### config.mk
export PLATFORM = sky130hd
export DESIGN_NAME = daisy_chain_sensor_link
export DESIGN_NICKNAME = d
export VERILOG_FILES = /design/src/chain_link_pkg.sv /design/src/word_fifo.sv /design/src/serial_word_tx.sv /design/src/daisy_chain_sensor_link.sv
export SDC_FILE = /design/constraint.sdc
export NUM_CORES = 1
export LEC_CHECK = 0
export ABC_AREA = 1
export BUFFER_PORTS_ARGS = -buffer_cell sky130_fd_sc_hd__buf_2
export CAP_MARGIN = 20
export CORE_ASPECT_RATIO = 1.1
export CORE_MARGIN = 2
export CORE_UTILIZATION = 55
export DETAILED_ROUTE_END_ITERATION = 12
export GPL_TIMING_DRIVEN = 0
export PLACE_DENSITY = 0.8
export RECOVER_POWER = 50
export SETUP_SLACK_MARGIN = 0.02
export SLEW_MARGIN = 20
export SYNTH_ARGS = -nofsm -noshare
export SYNTH_HDL_FRONTEND = slang
export SYNTH_HIERARCHICAL = 1
export SYNTH_SLANG_ARGS = --single-unit
### constraint.sdc
create_clock -name clk -period 7.5 [get_ports clk]
set_clock_uncertainty 0.05 [all_clocks]
set_input_delay 1.5 -clock clk [delete_from_list [all_inputs] [get_ports clk]]
set_output_delay 1.5 -clock clk [all_outputs]
set_load 0.05 [all_outputs]
### src/chain_link_pkg.sv
// shared constants and types of the daisy-chain sensor serial interface
`default_nettype none
package chain_link_pkg;
  // clock and link timing
  localparam int CLK_FREQ_HZ     = 50_000_000;
  localparam int TIMEOUT_TIME_MS = 28;
  localparam int TIMEOUT_CYCLES  = TIMEOUT_TIME_MS * (CLK_FREQ_HZ / 1000);
  localparam int TIMEOUT_W       = 21;
  localparam int PERIOD_W        = 16;
  localparam int MEAS_W          = 20;
  localparam int CAL_FALL_EDGES  = 4;

  // word layout on the wire and depth of the transmit fifo
  localparam int WORD_BITS   = 8;
  localparam int FRAME_BITS  = 10;
  localparam int FIFO_DEPTH  = 16;
  localparam int ID_W        = 4;

  // fixed words and command patterns
  localparam logic [7:0] CAL_WORD       = 8'h55;
  localparam logic [7:0] INIT_CMD       = 8'h8C;
  localparam logic [3:0] ASSIGN_PREFIX  = 4'h9;
  localparam logic [4:0] GLOBAL_RW_PREF = 5'h1E;

  // register pointer codes
  localparam logic [1:0] PTR_TEMP   = 2'h0;
  localparam logic [1:0] PTR_CONFIG = 2'h1;
  localparam logic [1:0] PTR_TLOW   = 2'h2;
  localparam logic [1:0] PTR_THIGH  = 2'h3;

  // reset values of the stored registers
  localparam logic [7:0] CONFIG_RESET = 8'h02;
  localparam logic [7:0] TLOW_RESET   = 8'h00;
  localparam logic [7:0] THIGH_RESET  = 8'h7F;

  // layout of the command word, msb first
  typedef struct packed {
    logic       globalSelectBit;
    logic [3:0] identifierField;
    logic [1:0] registerPointerField;
    logic       readSel;
  } cmd_t;

  // one received word event
  typedef struct packed {
    logic       valid;
    logic [7:0] data;
  } rx_word_t;
endpackage
`default_nettype wire

### src/word_fifo.sv
// flip-flop fifo between the command decoder and the serial transmitter
`default_nettype none
module word_fifo
  import chain_link_pkg::*;
#(
  parameter int WIDTH = 8,
  parameter int DEPTH = 16
) (
  // clock and reset
  input  wire logic             clk,
  input  wire logic             sys_rst,
  // filling side
  input  wire logic             inValid,
  input  wire logic [WIDTH-1:0] inData,
  output logic                  inReady,
  // draining side
  output logic                  outValid,
  output logic      [WIDTH-1:0] outData,
  input  wire logic             outReady
);
  localparam int AW = $clog2(DEPTH);

  logic [WIDTH-1:0] mem [DEPTH];
  logic [AW-1:0]    wrPtr;
  logic [AW-1:0]    rdPtr;
  logic [AW:0]      count;
  logic             push;
  logic             pop;

  assign inReady  = (count != (AW+1)'(DEPTH));
  assign outValid = (count != '0);
  assign outData  = mem[rdPtr];
  assign push     = inValid & inReady;
  assign pop      = outValid & outReady;

  always_ff @(posedge clk) begin
    if (push) begin
      mem[wrPtr] <= inData;
    end
  end

  always_ff @(posedge clk) begin
    if (sys_rst) begin
      wrPtr <= '0;
      rdPtr <= '0;
      count <= '0;
    end else begin
      if (push) begin
        wrPtr <= (wrPtr == AW'(DEPTH - 1)) ? '0 : wrPtr + 1'b1;
      end
      if (pop) begin
        rdPtr <= (rdPtr == AW'(DEPTH - 1)) ? '0 : rdPtr + 1'b1;
      end
      count <= count + (AW+1)'(push) - (AW+1)'(pop);
    end
  end
endmodule
`default_nettype wire

### src/serial_word_tx.sv
// framed serial transmitter at a measured bit period
`default_nettype none
module serial_word_tx
  import chain_link_pkg::*;
(
  // clock and reset
  input  wire logic                clk,
  input  wire logic                sys_rst,
  // bit period in clock cycles
  input  wire logic [PERIOD_W-1:0] bitPeriod,
  // word to send
  input  wire logic                inValid,
  input  wire logic [7:0]          inData,
  output logic                     inReady,
  // line side
  output logic                     txLine,
  output logic                     busy,
  output logic                     wordDone
);
  logic [FRAME_BITS-1:0] shiftReg;
  logic [3:0]            bitsLeft;
  logic [PERIOD_W-1:0]   divCnt;
  logic                  bitTick;

  assign inReady = ~busy;
  assign bitTick = busy & (divCnt == '0);

  // bit-rate enable from a divider reloaded with the measured period
  always_ff @(posedge clk) begin
    if (sys_rst) begin
      divCnt <= '0;
    end else if (inValid & inReady) begin
      divCnt <= bitPeriod - 1'b1;
    end else if (busy) begin
      divCnt <= bitTick ? bitPeriod - 1'b1 : divCnt - 1'b1;
    end
  end

  always_ff @(posedge clk) begin
    if (sys_rst) begin
      shiftReg <= '1;
      bitsLeft <= '0;
      busy     <= 1'b0;
      txLine   <= 1'b1;
      wordDone <= 1'b0;
    end else begin
      wordDone <= 1'b0;
      if (inValid & inReady) begin
        // stop high, eight data bits lsb first, start low
        shiftReg <= {1'b1, inData, 1'b0};
        bitsLeft <= 4'(FRAME_BITS);
        busy     <= 1'b1;
        txLine   <= 1'b0;
      end else if (bitTick) begin
        if (bitsLeft == 4'h1) begin
          busy     <= 1'b0;
          wordDone <= 1'b1;
          txLine   <= 1'b1;
        end else begin
          txLine <= shiftReg[1];
        end
        shiftReg <= {1'b1, shiftReg[FRAME_BITS-1:1]};
        bitsLeft <= bitsLeft - 1'b1;
      end
    end
  end
endmodule
`default_nettype wire

### src/daisy_chain_sensor_link.sv
// auto-baud daisy-chain serial interface engine of the sensor
//
// Contract
// - no byte for 28 ms inside a transaction resets interface, awaits calibration.
// - every byte moved on the link restarts the inactivity timer.
// - each word carries eight data bits, least significant first.
// - each word has a low start bit and a high stop bit.
// - transactions open with calibration word 55h, measured to lock the bit rate.
// - calibration, then command, then data from host on writes, device on reads.
// - input is forwarded to output except while sending or assigning addresses.
// - command top bit 0 means individual, 1 means global.
// - after power-up the path is pass-through.
// - init command makes every device break its pass-through path.
// - assign word 1001_0000 follows; first device stores low nibble as identifier.
// - device sends assign word with identifier plus one, then reconnects.
// - at most 16 devices, matching the four-bit identifier.
// - command 11110 pp r is global access, pointer in bits 2..1, read in bit 0.
// - global write: one data word follows, every device loads it.
// - global read: devices answer in identifier order, each breaking then reconnecting.
// - pointer 00 temperature read-only, 01 config, 10 low limit, 11 high limit.
// - individual command: bit 7 zero, id in bits 6..3, pointer 2..1, read bit 0.
// - individual read or write is served only by the device with matching id.
`default_nettype none
module daisy_chain_sensor_link
  import chain_link_pkg::*;
#(
  parameter int TimeoutCycles = TIMEOUT_CYCLES
) (
  // clock and reset
  input  wire logic       clk,
  input  wire logic       sys_rst,
  // serial chain
  input  wire logic       rxIn,
  output logic            txOut,
  // sensor core side
  input  wire logic [7:0] tempValue,
  output logic      [7:0] configReg,
  output logic      [7:0] lowLimit,
  output logic      [7:0] highLimit,
  output logic      [3:0] deviceId,
  output logic            idValid,
  output logic            pathBroken
);
  typedef enum {RX_CAL_WAIT, RX_CAL_MEAS, RX_IDLE, RX_START, RX_DATA, RX_STOP} rx_state_t;
  typedef enum {P_CMD, P_ASSIGN, P_PUSH_CAL, P_PUSH_ID, P_WDATA, P_WSKIP, P_RWAIT, P_SEND, P_DRAIN} proto_state_t;

  rx_state_t           rxState;
  proto_state_t        protoState;
  logic                rxPrev;
  logic                rxFall;
  logic [MEAS_W-1:0]   measCnt;
  logic [2:0]          fallCnt;
  logic [PERIOD_W-1:0] bitPeriod;
  logic [PERIOD_W-1:0] sampleCnt;
  logic [2:0]          bitIdx;
  logic [7:0]          shiftIn;
  rx_word_t            rxWord;
  cmd_t                cmd;
  logic [1:0]          ptrHeld;
  logic [3:0]          turnCnt;
  logic [TIMEOUT_W-1:0] idleCnt;
  logic                timeoutHit;
  logic                endTxn;
  logic                inTxn;
  logic                fifoInValid;
  logic [7:0]          fifoInData;
  logic                fifoInReady;
  logic                fifoOutValid;
  logic [7:0]          fifoOutData;
  logic                txReady;
  logic                txLine;
  logic                txBusy;
  logic                txDone;
  logic [7:0]          selData;

  assign rxFall     = rxPrev & ~rxIn;
  assign cmd        = cmd_t'(rxWord.data);
  assign inTxn      = (rxState != RX_CAL_WAIT);
  assign timeoutHit = inTxn & (idleCnt == TIMEOUT_W'(TimeoutCycles - 1));

  // forward the input straight through unless this device owns the output
  assign txOut = pathBroken ? txLine : rxIn;

  always_ff @(posedge clk) begin
    if (sys_rst) begin
      rxPrev <= 1'b1;
    end else begin
      rxPrev <= rxIn;
    end
  end

  // inactivity timer, restarted by every word received or sent
  always_ff @(posedge clk) begin
    if (sys_rst) begin
      idleCnt <= '0;
    end else if (!inTxn || rxWord.valid || txDone || timeoutHit) begin
      idleCnt <= '0;
    end else begin
      idleCnt <= idleCnt + 1'b1;
    end
  end

  // receiver: calibration measurement, then mid-bit sampling of framed words
  always_ff @(posedge clk) begin
    if (sys_rst) begin
      rxState   <= RX_CAL_WAIT;
      measCnt   <= '0;
      fallCnt   <= '0;
      bitPeriod <= '1;
      sampleCnt <= '0;
      bitIdx    <= '0;
      shiftIn   <= '0;
      rxWord    <= '0;
    end else begin
      rxWord.valid <= 1'b0;
      if (timeoutHit || endTxn) begin
        rxState <= RX_CAL_WAIT;
      end else begin
        unique case (rxState)
          RX_CAL_WAIT: begin
            if (rxFall) begin
              measCnt <= MEAS_W'(1); // the detecting cycle counts too, so eight bits give the full period
              fallCnt <= '0;
              rxState <= RX_CAL_MEAS;
            end
          end
          RX_CAL_MEAS: begin
            // 55h has a falling edge every second bit: four more falls span eight bits
            measCnt <= measCnt + 1'b1;
            if (rxFall) begin
              if (fallCnt == 3'(CAL_FALL_EDGES - 1)) begin
                bitPeriod    <= measCnt[PERIOD_W+2:3];
                rxWord.valid <= 1'b1;
                rxWord.data  <= CAL_WORD;
                rxState      <= RX_IDLE;
              end
              fallCnt <= fallCnt + 1'b1;
            end
          end
          RX_IDLE: begin
            if (rxFall) begin
              sampleCnt <= {1'b0, bitPeriod[PERIOD_W-1:1]};
              rxState   <= RX_START;
            end
          end
          RX_START: begin
            // recheck the start bit at its middle to reject glitches
            if (sampleCnt == '0) begin
              sampleCnt <= bitPeriod - 1'b1;
              bitIdx    <= '0;
              rxState   <= rxIn ? RX_IDLE : RX_DATA;
            end else begin
              sampleCnt <= sampleCnt - 1'b1;
            end
          end
          RX_DATA: begin
            if (sampleCnt == '0) begin
              shiftIn   <= {rxIn, shiftIn[7:1]};
              sampleCnt <= bitPeriod - 1'b1;
              bitIdx    <= bitIdx + 1'b1;
              if (bitIdx == 3'(WORD_BITS - 1)) begin
                rxState <= RX_STOP;
              end
            end else begin
              sampleCnt <= sampleCnt - 1'b1;
            end
          end
          RX_STOP: begin
            if (sampleCnt == '0) begin
              // a low stop bit is a framing error and the word is dropped
              rxWord.valid <= rxIn;
              rxWord.data  <= shiftIn;
              rxState      <= RX_IDLE;
            end else begin
              sampleCnt <= sampleCnt - 1'b1;
            end
          end
        endcase
      end
    end
  end

  // register selected by the pointer; temperature comes from the core
  always_comb begin
    unique case (ptrHeld)
      PTR_TEMP:   selData = tempValue;
      PTR_CONFIG: selData = configReg;
      PTR_TLOW:   selData = lowLimit;
      PTR_THIGH:  selData = highLimit;
    endcase
  end

  // words queued for the transmitter
  always_comb begin
    fifoInValid = 1'b0;
    fifoInData  = selData;
    unique case (protoState)
      P_PUSH_CAL: begin
        fifoInValid = 1'b1;
        fifoInData  = CAL_WORD;
      end
      P_PUSH_ID: begin
        fifoInValid = 1'b1;
        fifoInData  = {ASSIGN_PREFIX, 4'(deviceId + 1'b1)};
      end
      P_SEND: begin
        fifoInValid = 1'b1;
      end
      default: begin
        fifoInValid = 1'b0;
      end
    endcase
  end

  // command decoder; a full fifo simply holds the push states
  always_ff @(posedge clk) begin
    if (sys_rst) begin
      protoState <= P_CMD;
      ptrHeld    <= PTR_TEMP;
      turnCnt    <= '0;
      endTxn     <= 1'b0;
    end else begin
      endTxn <= 1'b0;
      if (timeoutHit) begin
        protoState <= P_CMD;
      end else if (!inTxn && protoState != P_DRAIN) begin
        protoState <= P_CMD;
      end else begin
        unique case (protoState)
          P_CMD: begin
            if (rxWord.valid && rxWord.data != CAL_WORD) begin
              ptrHeld <= cmd.registerPointerField;
              if (rxWord.data == INIT_CMD) begin
                protoState <= P_ASSIGN;
              end else if (cmd.globalSelectBit) begin
                if (rxWord.data[7:3] == GLOBAL_RW_PREF) begin
                  if (!cmd.readSel) begin
                    protoState <= P_WDATA;
                  end else if (idValid) begin
                    turnCnt    <= deviceId;
                    protoState <= P_RWAIT;
                  end else begin
                    endTxn <= 1'b1;
                  end
                end else begin
                  endTxn <= 1'b1;
                end
              end else if (idValid && cmd.identifierField == deviceId) begin
                protoState <= cmd.readSel ? P_SEND : P_WDATA;
              end else if (!cmd.readSel) begin
                protoState <= P_WSKIP; // another device's write still brings its data word
              end else begin
                endTxn <= 1'b1;
              end
            end
          end
          P_ASSIGN: begin
            if (rxWord.valid && rxWord.data[7:4] == ASSIGN_PREFIX) begin
              protoState <= P_PUSH_CAL;
            end
          end
          P_PUSH_CAL: begin
            // next device needs its own calibration word before the assign word
            if (fifoInReady) begin
              protoState <= P_PUSH_ID;
            end
          end
          P_PUSH_ID: begin
            if (fifoInReady) begin
              protoState <= P_DRAIN;
            end
          end
          P_WDATA, P_WSKIP: begin
            if (rxWord.valid) begin
              endTxn     <= 1'b1;
              protoState <= P_CMD;
            end
          end
          P_RWAIT: begin
            // let the answers of lower identifiers pass first
            if (turnCnt == '0) begin
              protoState <= P_SEND;
            end else if (rxWord.valid) begin
              turnCnt <= turnCnt - 1'b1;
            end
          end
          P_SEND: begin
            if (fifoInReady) begin
              protoState <= P_DRAIN;
            end
          end
          P_DRAIN: begin
            if (!fifoOutValid && !txBusy) begin
              endTxn     <= 1'b1;
              protoState <= P_CMD;
            end
          end
        endcase
      end
    end
  end

  // path break: held from init or a read turn until own words are out
  always_ff @(posedge clk) begin
    if (sys_rst) begin
      pathBroken <= 1'b0;
    end else if (timeoutHit) begin
      pathBroken <= 1'b0;
    end else if (protoState == P_CMD && rxWord.valid && rxWord.data == INIT_CMD) begin
      pathBroken <= 1'b1;
    end else if (protoState == P_RWAIT && turnCnt == '0) begin
      pathBroken <= 1'b1;
    end else if (protoState == P_CMD && rxWord.valid && idValid && !cmd.globalSelectBit
                 && cmd.readSel && cmd.identifierField == deviceId && rxWord.data != CAL_WORD) begin
      pathBroken <= 1'b1;
    end else if (protoState == P_DRAIN && !fifoOutValid && !txBusy) begin
      pathBroken <= 1'b0;
    end
  end

  // identifier store
  always_ff @(posedge clk) begin
    if (sys_rst) begin
      deviceId <= '0;
      idValid  <= 1'b0;
    end else if (protoState == P_ASSIGN && rxWord.valid && rxWord.data[7:4] == ASSIGN_PREFIX) begin
      deviceId <= rxWord.data[3:0];
      idValid  <= 1'b1;
    end
  end

  // register writes; the temperature pointer is read-only and ignores writes
  always_ff @(posedge clk) begin
    if (sys_rst) begin
      configReg <= CONFIG_RESET;
      lowLimit  <= TLOW_RESET;
      highLimit <= THIGH_RESET;
    end else if (protoState == P_WDATA && rxWord.valid && !timeoutHit) begin
      unique case (ptrHeld)
        PTR_CONFIG: configReg <= rxWord.data;
        PTR_TLOW:   lowLimit  <= rxWord.data;
        PTR_THIGH:  highLimit <= rxWord.data;
        PTR_TEMP:   configReg <= configReg;
      endcase
    end
  end

  word_fifo #(
    .WIDTH (WORD_BITS),
    .DEPTH (FIFO_DEPTH)
  ) u_fifo (
    .clk      (clk),
    .sys_rst  (sys_rst),
    .inValid  (fifoInValid),
    .inData   (fifoInData),
    .inReady  (fifoInReady),
    .outValid (fifoOutValid),
    .outData  (fifoOutData),
    .outReady (txReady)
  );

  serial_word_tx u_tx (
    .clk       (clk),
    .sys_rst   (sys_rst),
    .bitPeriod (bitPeriod),
    .inValid   (fifoOutValid),
    .inData    (fifoOutData),
    .inReady   (txReady),
    .txLine    (txLine),
    .busy      (txBusy),
    .wordDone  (txDone)
  );
endmodule
`default_nettype wire

# Yosys cells after proc, flatten, opt, wreduce, memory -nomap -nowiden
# Memories as Yosys holds them, arrays and structs flattened. A register that Yosys moved wholly into a read port is not among the register bits.
# Index checks and enable logic that the tools add are counted.
[classes]
add_sub_neg = 14
eq_ne = 59
n_mux = 90
bitwise_logic = 11
n_reduce_logical = 71
[ops]
columns = ["op", "n"]
rows = [
  ["$mux 32", 22],
  ["$pmux 32 s7", 1],
  ["$eq 32x3->1 const B", 6],
  ["$pmux 32 s6", 1],
  ["$eq 32x2->1 const B", 5],
  ["$eq 32x4->1 const B", 3],
  ["$logic_not 32->1", 3],
  ["$mux 16", 6],
  ["$eq 32x1->1 const B", 2],
  ["$mux 4", 14],
  ["$pmux 16 s3", 1],
  ["$sub 16x1->16 const B", 3],
  ["$mux 9", 5],
  ["$ne 2x2->1 const B", 21],
  ["$pmux 20 s2", 1],
  ["$eq 32x5->1 const B", 1],
  ["$logic_not 16->1", 2],
  ["$ne 32x5->1 const B", 1],
  ["$pmux 8 s4", 1],
  ["$reduce_bool 32->1", 1],
  ["$mux 1", 25],
  ["$add 21x1->21 const B", 1],
  ["$eq 21x21->1 const B", 1],
  ["$add 20x1->20 const B", 1],
  ["other kinds (46)", 117],
]
[totals]
reg_bits = 243
mem_bits_rw = 128
input_bits = 11
out_inout_bits = 31
n_memories = 1
[memory_table]
columns = ["name", "words", "word_bits", "rd", "rd_clocked_by_memory_dff", "wr", "line", "rtl"]
rows = [
  ["u_fifo.mem", 16, 8, 1, 1, 1, "word_fifo.sv:23", "logic [WIDTH-1:0] mem [DEPTH];"],
]

# Longest topological paths before layout
# Gate-level depths: netlist of run 1.
[depth]
word_depth = 10
ltp_mapped = 19
ltp_nobuf = 18

# Cells and area by module
# The synthesis of run 1 kept the hierarchy.
[by_module_without_submodules]
columns = ["module", "instances", "cells_each", "area_per_inst_um2", "seq_area_each_um2"]
rows = [
  ["daisy_chain_sensor_link", 1, 1235, 8020.2, 2802.7],
  ["word_fifo", 1, 610, 6292.3, 4184.0],
  ["serial_word_tx", 1, 351, 2199.6, 620.6],
]

# Worst setup path after synthesis of run 1
# Ideal clock, no wire load.
[synth_path]
path_type = "input-to-output"
startpoint = "in rxIn"
endpoint = "out txOut"
t_arrival_ns = 2.637
setup_slack_ns = 3.313
path_stages = 2
path_buffers = 0
path_cell_list = "inv_1 -> o21ai_0"
[synth_between]
elab_chain_cells = 1
[synth_lines]
columns = ["item", "line", "rtl"]
rows = [
  ["from (decl)", "daisy_chain_sensor_link.sv:33", "input wire logic rxIn,"],
  ["$mux 1", "daisy_chain_sensor_link.sv:82", "assign txOut = pathBroken ? txLine : rxIn;"],
  ["to (decl)", "daisy_chain_sensor_link.sv:34", "output logic txOut,"],
]
# Every way passes these cells.

# Worst setup path in the final report of run 1
# Ends and elaborated chain as after synthesis.

==> summary.txt, run 1 <==
outcome -> finished, violations left
violated checks -> design-rule violations, max-capacitance violations, max-slew violations
FP Rows -> 66
number of buffers added on ports -> 41
first-pass GRT wire length -> 70.1 mm
final wirelength -> 44.1 mm
die height -> 186 µm
WS Path Type -> in -> out
clock network power share -> 28.1%
Peak VDD IR -> 0.000215 V
Mapped Nets -> 2233
complex-gate fraction of the synthesized area -> 8.90%
Netlist cell types -> 55
relative slew slack -> -35.2%
filler cell count -> 2605
largest family of logic cells by synthesized area -> simple AND/OR/NAND/NOR gates
Setup crit start kind -> primary input
Die X -> 169 µm
P_int -> 0.00364 W
Clock Tree Buf Depth -> 3
CTS tree -> yes
die area -> 0.0314 mm²
RSZ-0062 raised after global routing -> false
Max Slew Vio Count -> 17
GR Overflow Total -> 0
max-cap viol count -> 1
Worst-path clk slew -> 0.05 ns
min cycle time layout -> 3.86 ns
max frequency -> 259 MHz
CTS hold repair buffers -> 0
Post-Syn Area -> 0.0165 mm²
largest net degree at the start of global routing -> 17
cts bufs inserted -> 34
vias -> 15.0k
dominant synthesized flop cell -> dfxtp_1
Detailed Route Iter0 Violations -> 1430
vias per cell -> 5.62
Synth async-reset ratio -> 0%
Final HPWL DP -> 32.0 mm
CP Data Arrival Time -> 2.31 ns
Slew @ Worst Pin -> 2.01 ns
Post-Synth XOR/XNOR Area -> 3.18%
All-Layer GR Usage -> 27.8%
routability congestion estimate from global placement -> 0.977
Core Footprint -> 0.0296 mm²
ant diodes -> 0
HP Class -> reg -> reg
post-synthesis mux area share -> 0%
number of gates resized after CTS -> 0
final instance area -> 0.0183 mm²
CP max FO -> 4
Yosys warning count -> 6
sequential fraction of the synthesis area -> 46.1%
PD cells -> 328 mW/mm²
multi-input logic area -> 0.00756 mm²
Finish-stage setup viols -> 0
Storage cell area -> 0.00761 mm²
Req. time, crit path -> 5.95 ns
routed length per instance -> 16.5 µm
share of cells above drive strength 1 -> 7.48%
Root Buffer -> clkbuf_16
Post-DP Area -> 0.0173 mm²
DRC viols -> 1
Post-Synth Adder-Cell Area -> 2.02%
Syn Inst Count -> 2196
Reg power frac -> 35.5%
Final ANT Viol Nets -> 0
Initial Util -> 55.9%
fin crit share -> 51.5%
Pleak -> 7.70 nW
Comb power frac -> 36.4%
Psw -> 0.00235 W
initial antenna violation count -> 0
Post-synth EDFFs -> 128
Simple-Gate Fraction of Synth Area -> 31.9%
setup TNS -> 0 ns
IO Pins -> 42
vias in the first global route -> 14.1k
Switching Share -> 39.2%
syn_area_per_cell -> 7.52 µm²
area delta synth->final -> 10.6%
total power -> 0.00600 W
Critical Path End Type -> primary output
worst skew pair latency -> 0.52 ns
Yosys reg bits -> 316
CTS sink cnt -> 316
DRT Pass-1 Iters -> 10
final hold vios -> 0
Final #Nets -> 2314
postcts setup bufs -> 0
H-tree depth -> 2
==> metrics by stage <==
| step | setup WS, ns | hold WS (ns) | std cells | util [%] |
|---|---|---|---|---|
| after CTS | 3.68 | 0.414 | 2674 | 62.2 |
| after global placement | 3.67 | 0.391 | 2611 | 58.1 |
| after detailed placement | 3.69 | 0.399 | 2615 | 58.4 |
| final | 3.64 | 0.414 | 2674 | 61.8 |
| after floorplan | 3.31 | 0.375 | 2196 | - |
| after global routing | 3.65 | 0.427 | 2674 | 61.8 |
==> metal layers <==
layer | track usage (%) | up-vias | wire length (µm)
li1 | - | 7334 | -
met1 | 34.9 | 6986 | 18200
met2 | 47.7 | 606 | 21400
met3 | 4.36 | 103 | 2990
met4 | 11.6 | 0 | 1480
met5 | 0 | - | 0
==> final timing paths <==
kind | cells after the start | from | slack, ns | end
worst max-delay path | 4 | rxIn | 3.64 | txOut
worst max register to register | 4 | ptrHeld[0] | 4.27 | u_fifo/mem[5][3]
worst min-delay path | 2 | shiftIn[4] | 0.41 | shiftIn[4]
worst min register to register | 2 | shiftIn[4] | 0.41 | shiftIn[4]
==> cell usage after synthesis, types with 8 or more instances <==
| cell | count | area [µm²] |
|---|---|---|
| dfxtp_1 | 188 | 3760 |
| nand3b_1 | 8 | 60.1 |
| o21ai_1 | 8 | 40.0 |
| buf_2 | 27 | 135 |
| xnor2_1 | 16 | 140 |
| nand3_1 | 231 | 1160 |
| ha_1 | 25 | 313 |
| o211ai_1 | 24 | 180 |
| or2_0 | 9 | 56.3 |
| nor2_4 | 8 | 90.1 |
| a21oi_1 | 112 | 561 |
| edfxtp_1 | 128 | 3840 |
| nor2_1 | 271 | 1020 |
| nor3_1 | 32 | 160 |
| nand2_1 | 580 | 2180 |
| inv_2 | 9 | 33.8 |
| xor2_1 | 44 | 385 |
| nand3_2 | 10 | 100 |
| nand4_1 | 23 | 144 |
| nor2_2 | 8 | 50.1 |
| o21ai_0 | 94 | 470 |
| clkbuf_1 | 25 | 93.8 |
| inv_1 | 237 | 890 |
==> worst max-delay path, stage by stage <==
cell and delay [ns]:
buf_2 0.13, inv_1 0.09, o21ai_0 0.26, buf_2 0.33
==> layout make-up <==
class	instances	share of cell area, %
Clock inverter	15	0.966
Clock buffer	44	5.14
Sequential cell	316	41.6
Timing Repair Buffer	45	1.20
Tap cell	374	2.56
Buffer	68	2.01
Multi-Input combinational cell	1564	41.4
Inverter	248	5.12
==> flip-flops by register name, summed over array words and instances (netlist names), 5 cells and up, named ones only <==
name / flops
u_fifo/mem: 128
u_tx/shiftReg: 8
shiftIn: 8
u_tx/divCnt: 16
lowLimit: 8
bitPeriod: 16
measCnt: 19
u_fifo/count: 5
cmd: 8
idleCnt: 21
configReg: 8
highLimit: 8
sampleCnt: 16
==> cells by family (layout without fill, tap and decap cells) <==
group / Yosys count / after routing
adder cells (fa/ha/maj): 26 / 26
AO/OA/AOI/OAI: 267 / 267
AND/OR/NAND/NOR: 1211 / 1211
XOR/XNOR: 60 / 60
flip-flops: 316 / 316
buffers and inverters: 316 / 420
==> placed cells by master, fill, tap and decap left out, types with 6 or more instances in the layout <==
cell and count:
buf_6 7, o211ai_1 24, dfxtp_1 188, nor3_1 32, or2_1 7, nand3_1 232, o22ai_1 6, inv_1 238
inv_2 8, xnor2_1 16, nand3_2 9, clkbuf_16 34, o21ai_0 97, ha_1 25, clkbuf_1 41, nand2_1 581
nor2_4 7, nand2_2 6, nand3b_1 9, buf_2 62, nor2_1 275, o21ai_1 6, or2_0 9, xor2_1 44
a221oi_1 7, a21oi_1 112, nand4_1 23, edfxtp_1 128
==> power groups by stage <==
| stage | logic, W | clock network (W) | registers (W) |
|---|---|---|---|
| detailed placement | 0.00218 | 0 | 0.00216 |
| global route | 0.00244 | 0.00177 | 0.00215 |
| CTS | 0.00219 | 0.00170 | 0.00212 |
| global placement | 0.00212 | 0 | 0.00215 |
| floorplan | 0.00163 | 0 | 0.00212 |
| finish | 0.00219 | 0.00168 | 0.00213 |
Note: power is estimated with default switching activity, not from simulation.
==> run 2: changes to the inputs <==
==> constraint.sdc (replaced) <==
create_clock -name clk -period 3.68 [get_ports clk]
set_clock_uncertainty 0.05 [all_clocks]
set_input_delay 0.736 -clock clk [delete_from_list [all_inputs] [get_ports clk]]
set_output_delay 0.736 -clock clk [all_outputs]
set_load 0.05 [all_outputs]
==> run 2 against run 1 <==
The run ends with max-capacitance violations, max-slew violations left. Sequential power increased by 100%. Clock power increased by 100%. Critical path depth unchanged. Core utilization decreased by 0.36 points. Count of clock-buffer cells in the layout unchanged. Power increased by 100%. Setup slack got worse by 3.1 ns. Die area unchanged. Sequential cell count unchanged. Non-clock buffer count unchanged. Via count increased by 0.15%. Highest routed layer unchanged.
==> summary.txt, run 2 (synthesis results as in run 1) <==
All-Layer GR Usage -> 27.8%
die height -> 186 µm
DP Cell Count -> 2615
hold path start -> shiftIn[4]
initial antenna violation count -> 0
min cycle time layout -> 3.19 ns
Max Slew Vio Count -> 17
Psw -> 0.00479 W
CP Data Arrival Time -> 3.18 ns
routed length per instance -> 16.5 µm
Final ANT Viol Nets -> 0
DRC viols -> 0
Worst Hold End -> shiftIn[4]
outcome -> finished, violations left
worst skew pair latency -> 0.52 ns
CTS sink cnt -> 316
DRT met1 WL -> 18.1 mm
Final #Nets -> 2314
largest net degree at the start of global routing -> 17
WS Path Type -> reg -> reg
most frequent cells in the layout -> nand2_1, nor2_1, inv_1
final hold vios -> 0
violated checks -> max-capacitance violations, max-slew violations
HP Class -> reg -> reg
Setup crit start kind -> flop
die area -> 0.0314 mm²
CP max FO -> 16
Detailed Route Iter0 Violations -> 1314
vias per cell -> 5.63
top sig layer -> met4
Root Buffer -> clkbuf_16
reg-to-reg critical path endpoint -> u_fifo/mem[5][3]
routability congestion estimate from global placement -> 0.977
vias in the first global route -> 14.1k
DR WL met2 -> 21.3 mm
IO Pins -> 42
DP Worst Slack -> 0.508 ns
PD cells -> 672 mW/mm²
Slew @ Worst Pin -> 1.95 ns
Final HPWL DP -> 32.0 mm
Pleak -> 7.57 nW
Reg power frac -> 35.6%
filler cell count -> 2642
P_int -> 0.00741 W
max-cap viol count -> 1
DRT Pass-1 Iters -> 5
FP Rows -> 66
R2R cell count -> 4
number of buffers added on ports -> 41
commonest non-fill, non-tap cell in the layout -> nand2_1
GR Overflow Total -> 0
WL met3 -> 3.18 mm
Clock Tree Buf Depth -> 3
Crit Reg-Reg Startpoint -> ptrHeld[0]
Core Footprint -> 0.0296 mm²
Peak VDD IR -> 0.000439 V
CTS hold repair buffers -> 0
Comb power frac -> 36.3%
final worst setup slack -> 0.494 ns
Switching Share -> 39.3%
Worst-path clk slew -> 0.06 ns
RSZ-0062 raised after global routing -> false
H-tree depth -> 2
reg-to-reg slack, setup -> 0.49 ns
Die X -> 169 µm
clock network power share -> 28.1%
relative slew slack -> -31.3%
ant diodes -> 0
fin crit share -> 86.6%
max frequency -> 314 MHz
setup TNS -> 0 ns
share of cells above drive strength 1 -> 5.83%
area delta synth->final -> 9.99%
Req. time, crit path -> 3.68 ns
cts bufs inserted -> 34
biggest regs -> u_fifo/mem: 128 flops, idleCnt: 21 flops, measCnt: 19 flops
first-pass GRT wire length -> 70.1 mm
Post-Layout Cell Count -> 2674
vias -> 15.1k
CTS tree -> yes
most flop-heavy register -> u_fifo/mem
Finish-stage setup viols -> 0
hold path cells -> 2
final wirelength -> 44.1 mm
Critical Path End Type -> flop
Largest register FFs -> 128
number of gates resized after CTS -> 0
postcts setup bufs -> 0
Initial Util -> 55.9%
[run 2: cell count changes in the layout (fill, tap and decap cells not counted), sizes merged]
cell	previous run	this run
buf	76	44
clkbuf	81	113
clkinvlp	2	3
inv	248	247
[run 2: per-stage QoR]
stage          area (µm²)  utilization, %  hold WS (ns)  power (W)
3_3_place_gp        17200            58.1         0.391    0.00870
5_1_grt             18200            61.4         0.427     0.0129
2_1_floorplan       16500               -         0.375    0.00764
4_1_cts             18400            62.2         0.414     0.0123
6_report            18200            61.4         0.414     0.0122
3_5_place_dp        17300            58.4         0.399    0.00884
[run 2: critical path, cell delays in order (launching register included)]
cell      delay [ns]
dfxtp_1         0.35
inv_1           0.07
nor2_1          0.54
a221oi_1        0.19
o21ai_0         1.49
[run 2: worst max-delay path by stage]
stage,startpoint,end,slack (ns)
floorplan,rxIn,txOut,1.02
global placement,ptrHeld[0],u_fifo/mem[4][3],0.51
detailed placement,protoState[2],u_fifo/count[4],0.51
CTS,protoState[2],u_fifo/count[4],0.48
global route,idleCnt[0],cmd[5],0.20
finish,ptrHeld[0],u_fifo/mem[5][3],0.49
[run 2: final cells by class]
type / count / area (µm²) / area share [%]
plain buffers: 68 / 328 / 1.81
multi-input cells: 1564 / 7510 / 41.4
inverters: 248 / 932 / 5.13
flip-flops and latches: 316 / 7610 / 41.9
clock buffers: 44 / 938 / 5.17
well taps: 374 / 468 / 2.58
repair buffers: 45 / 198 / 1.09
clock inverters: 15 / 176 / 0.971
[run 2: power groups by stage]
| stage | Sequential, W | Clock (W) | Combinational, W |
|---|---|---|---|
| finish | 0.00434 | 0.00343 | 0.00443 |
| global route | 0.00437 | 0.00361 | 0.00495 |
| CTS | 0.00433 | 0.00347 | 0.00447 |
| detailed placement | 0.00439 | 0 | 0.00445 |
| global placement | 0.00438 | 0 | 0.00431 |
| floorplan | 0.00432 | 0 | 0.00332 |
[run 2: per-layer routing]
| metal | track usage [%] | vias to the layer above |
|---|---|---|
| met5 | 0 | - |
| met4 | 11.6 | 0 |
| met3 | 4.36 | 116 |
| met2 | 47.7 | 619 |
| met1 | 34.9 | 6977 |
| li1 | - | 7339 |
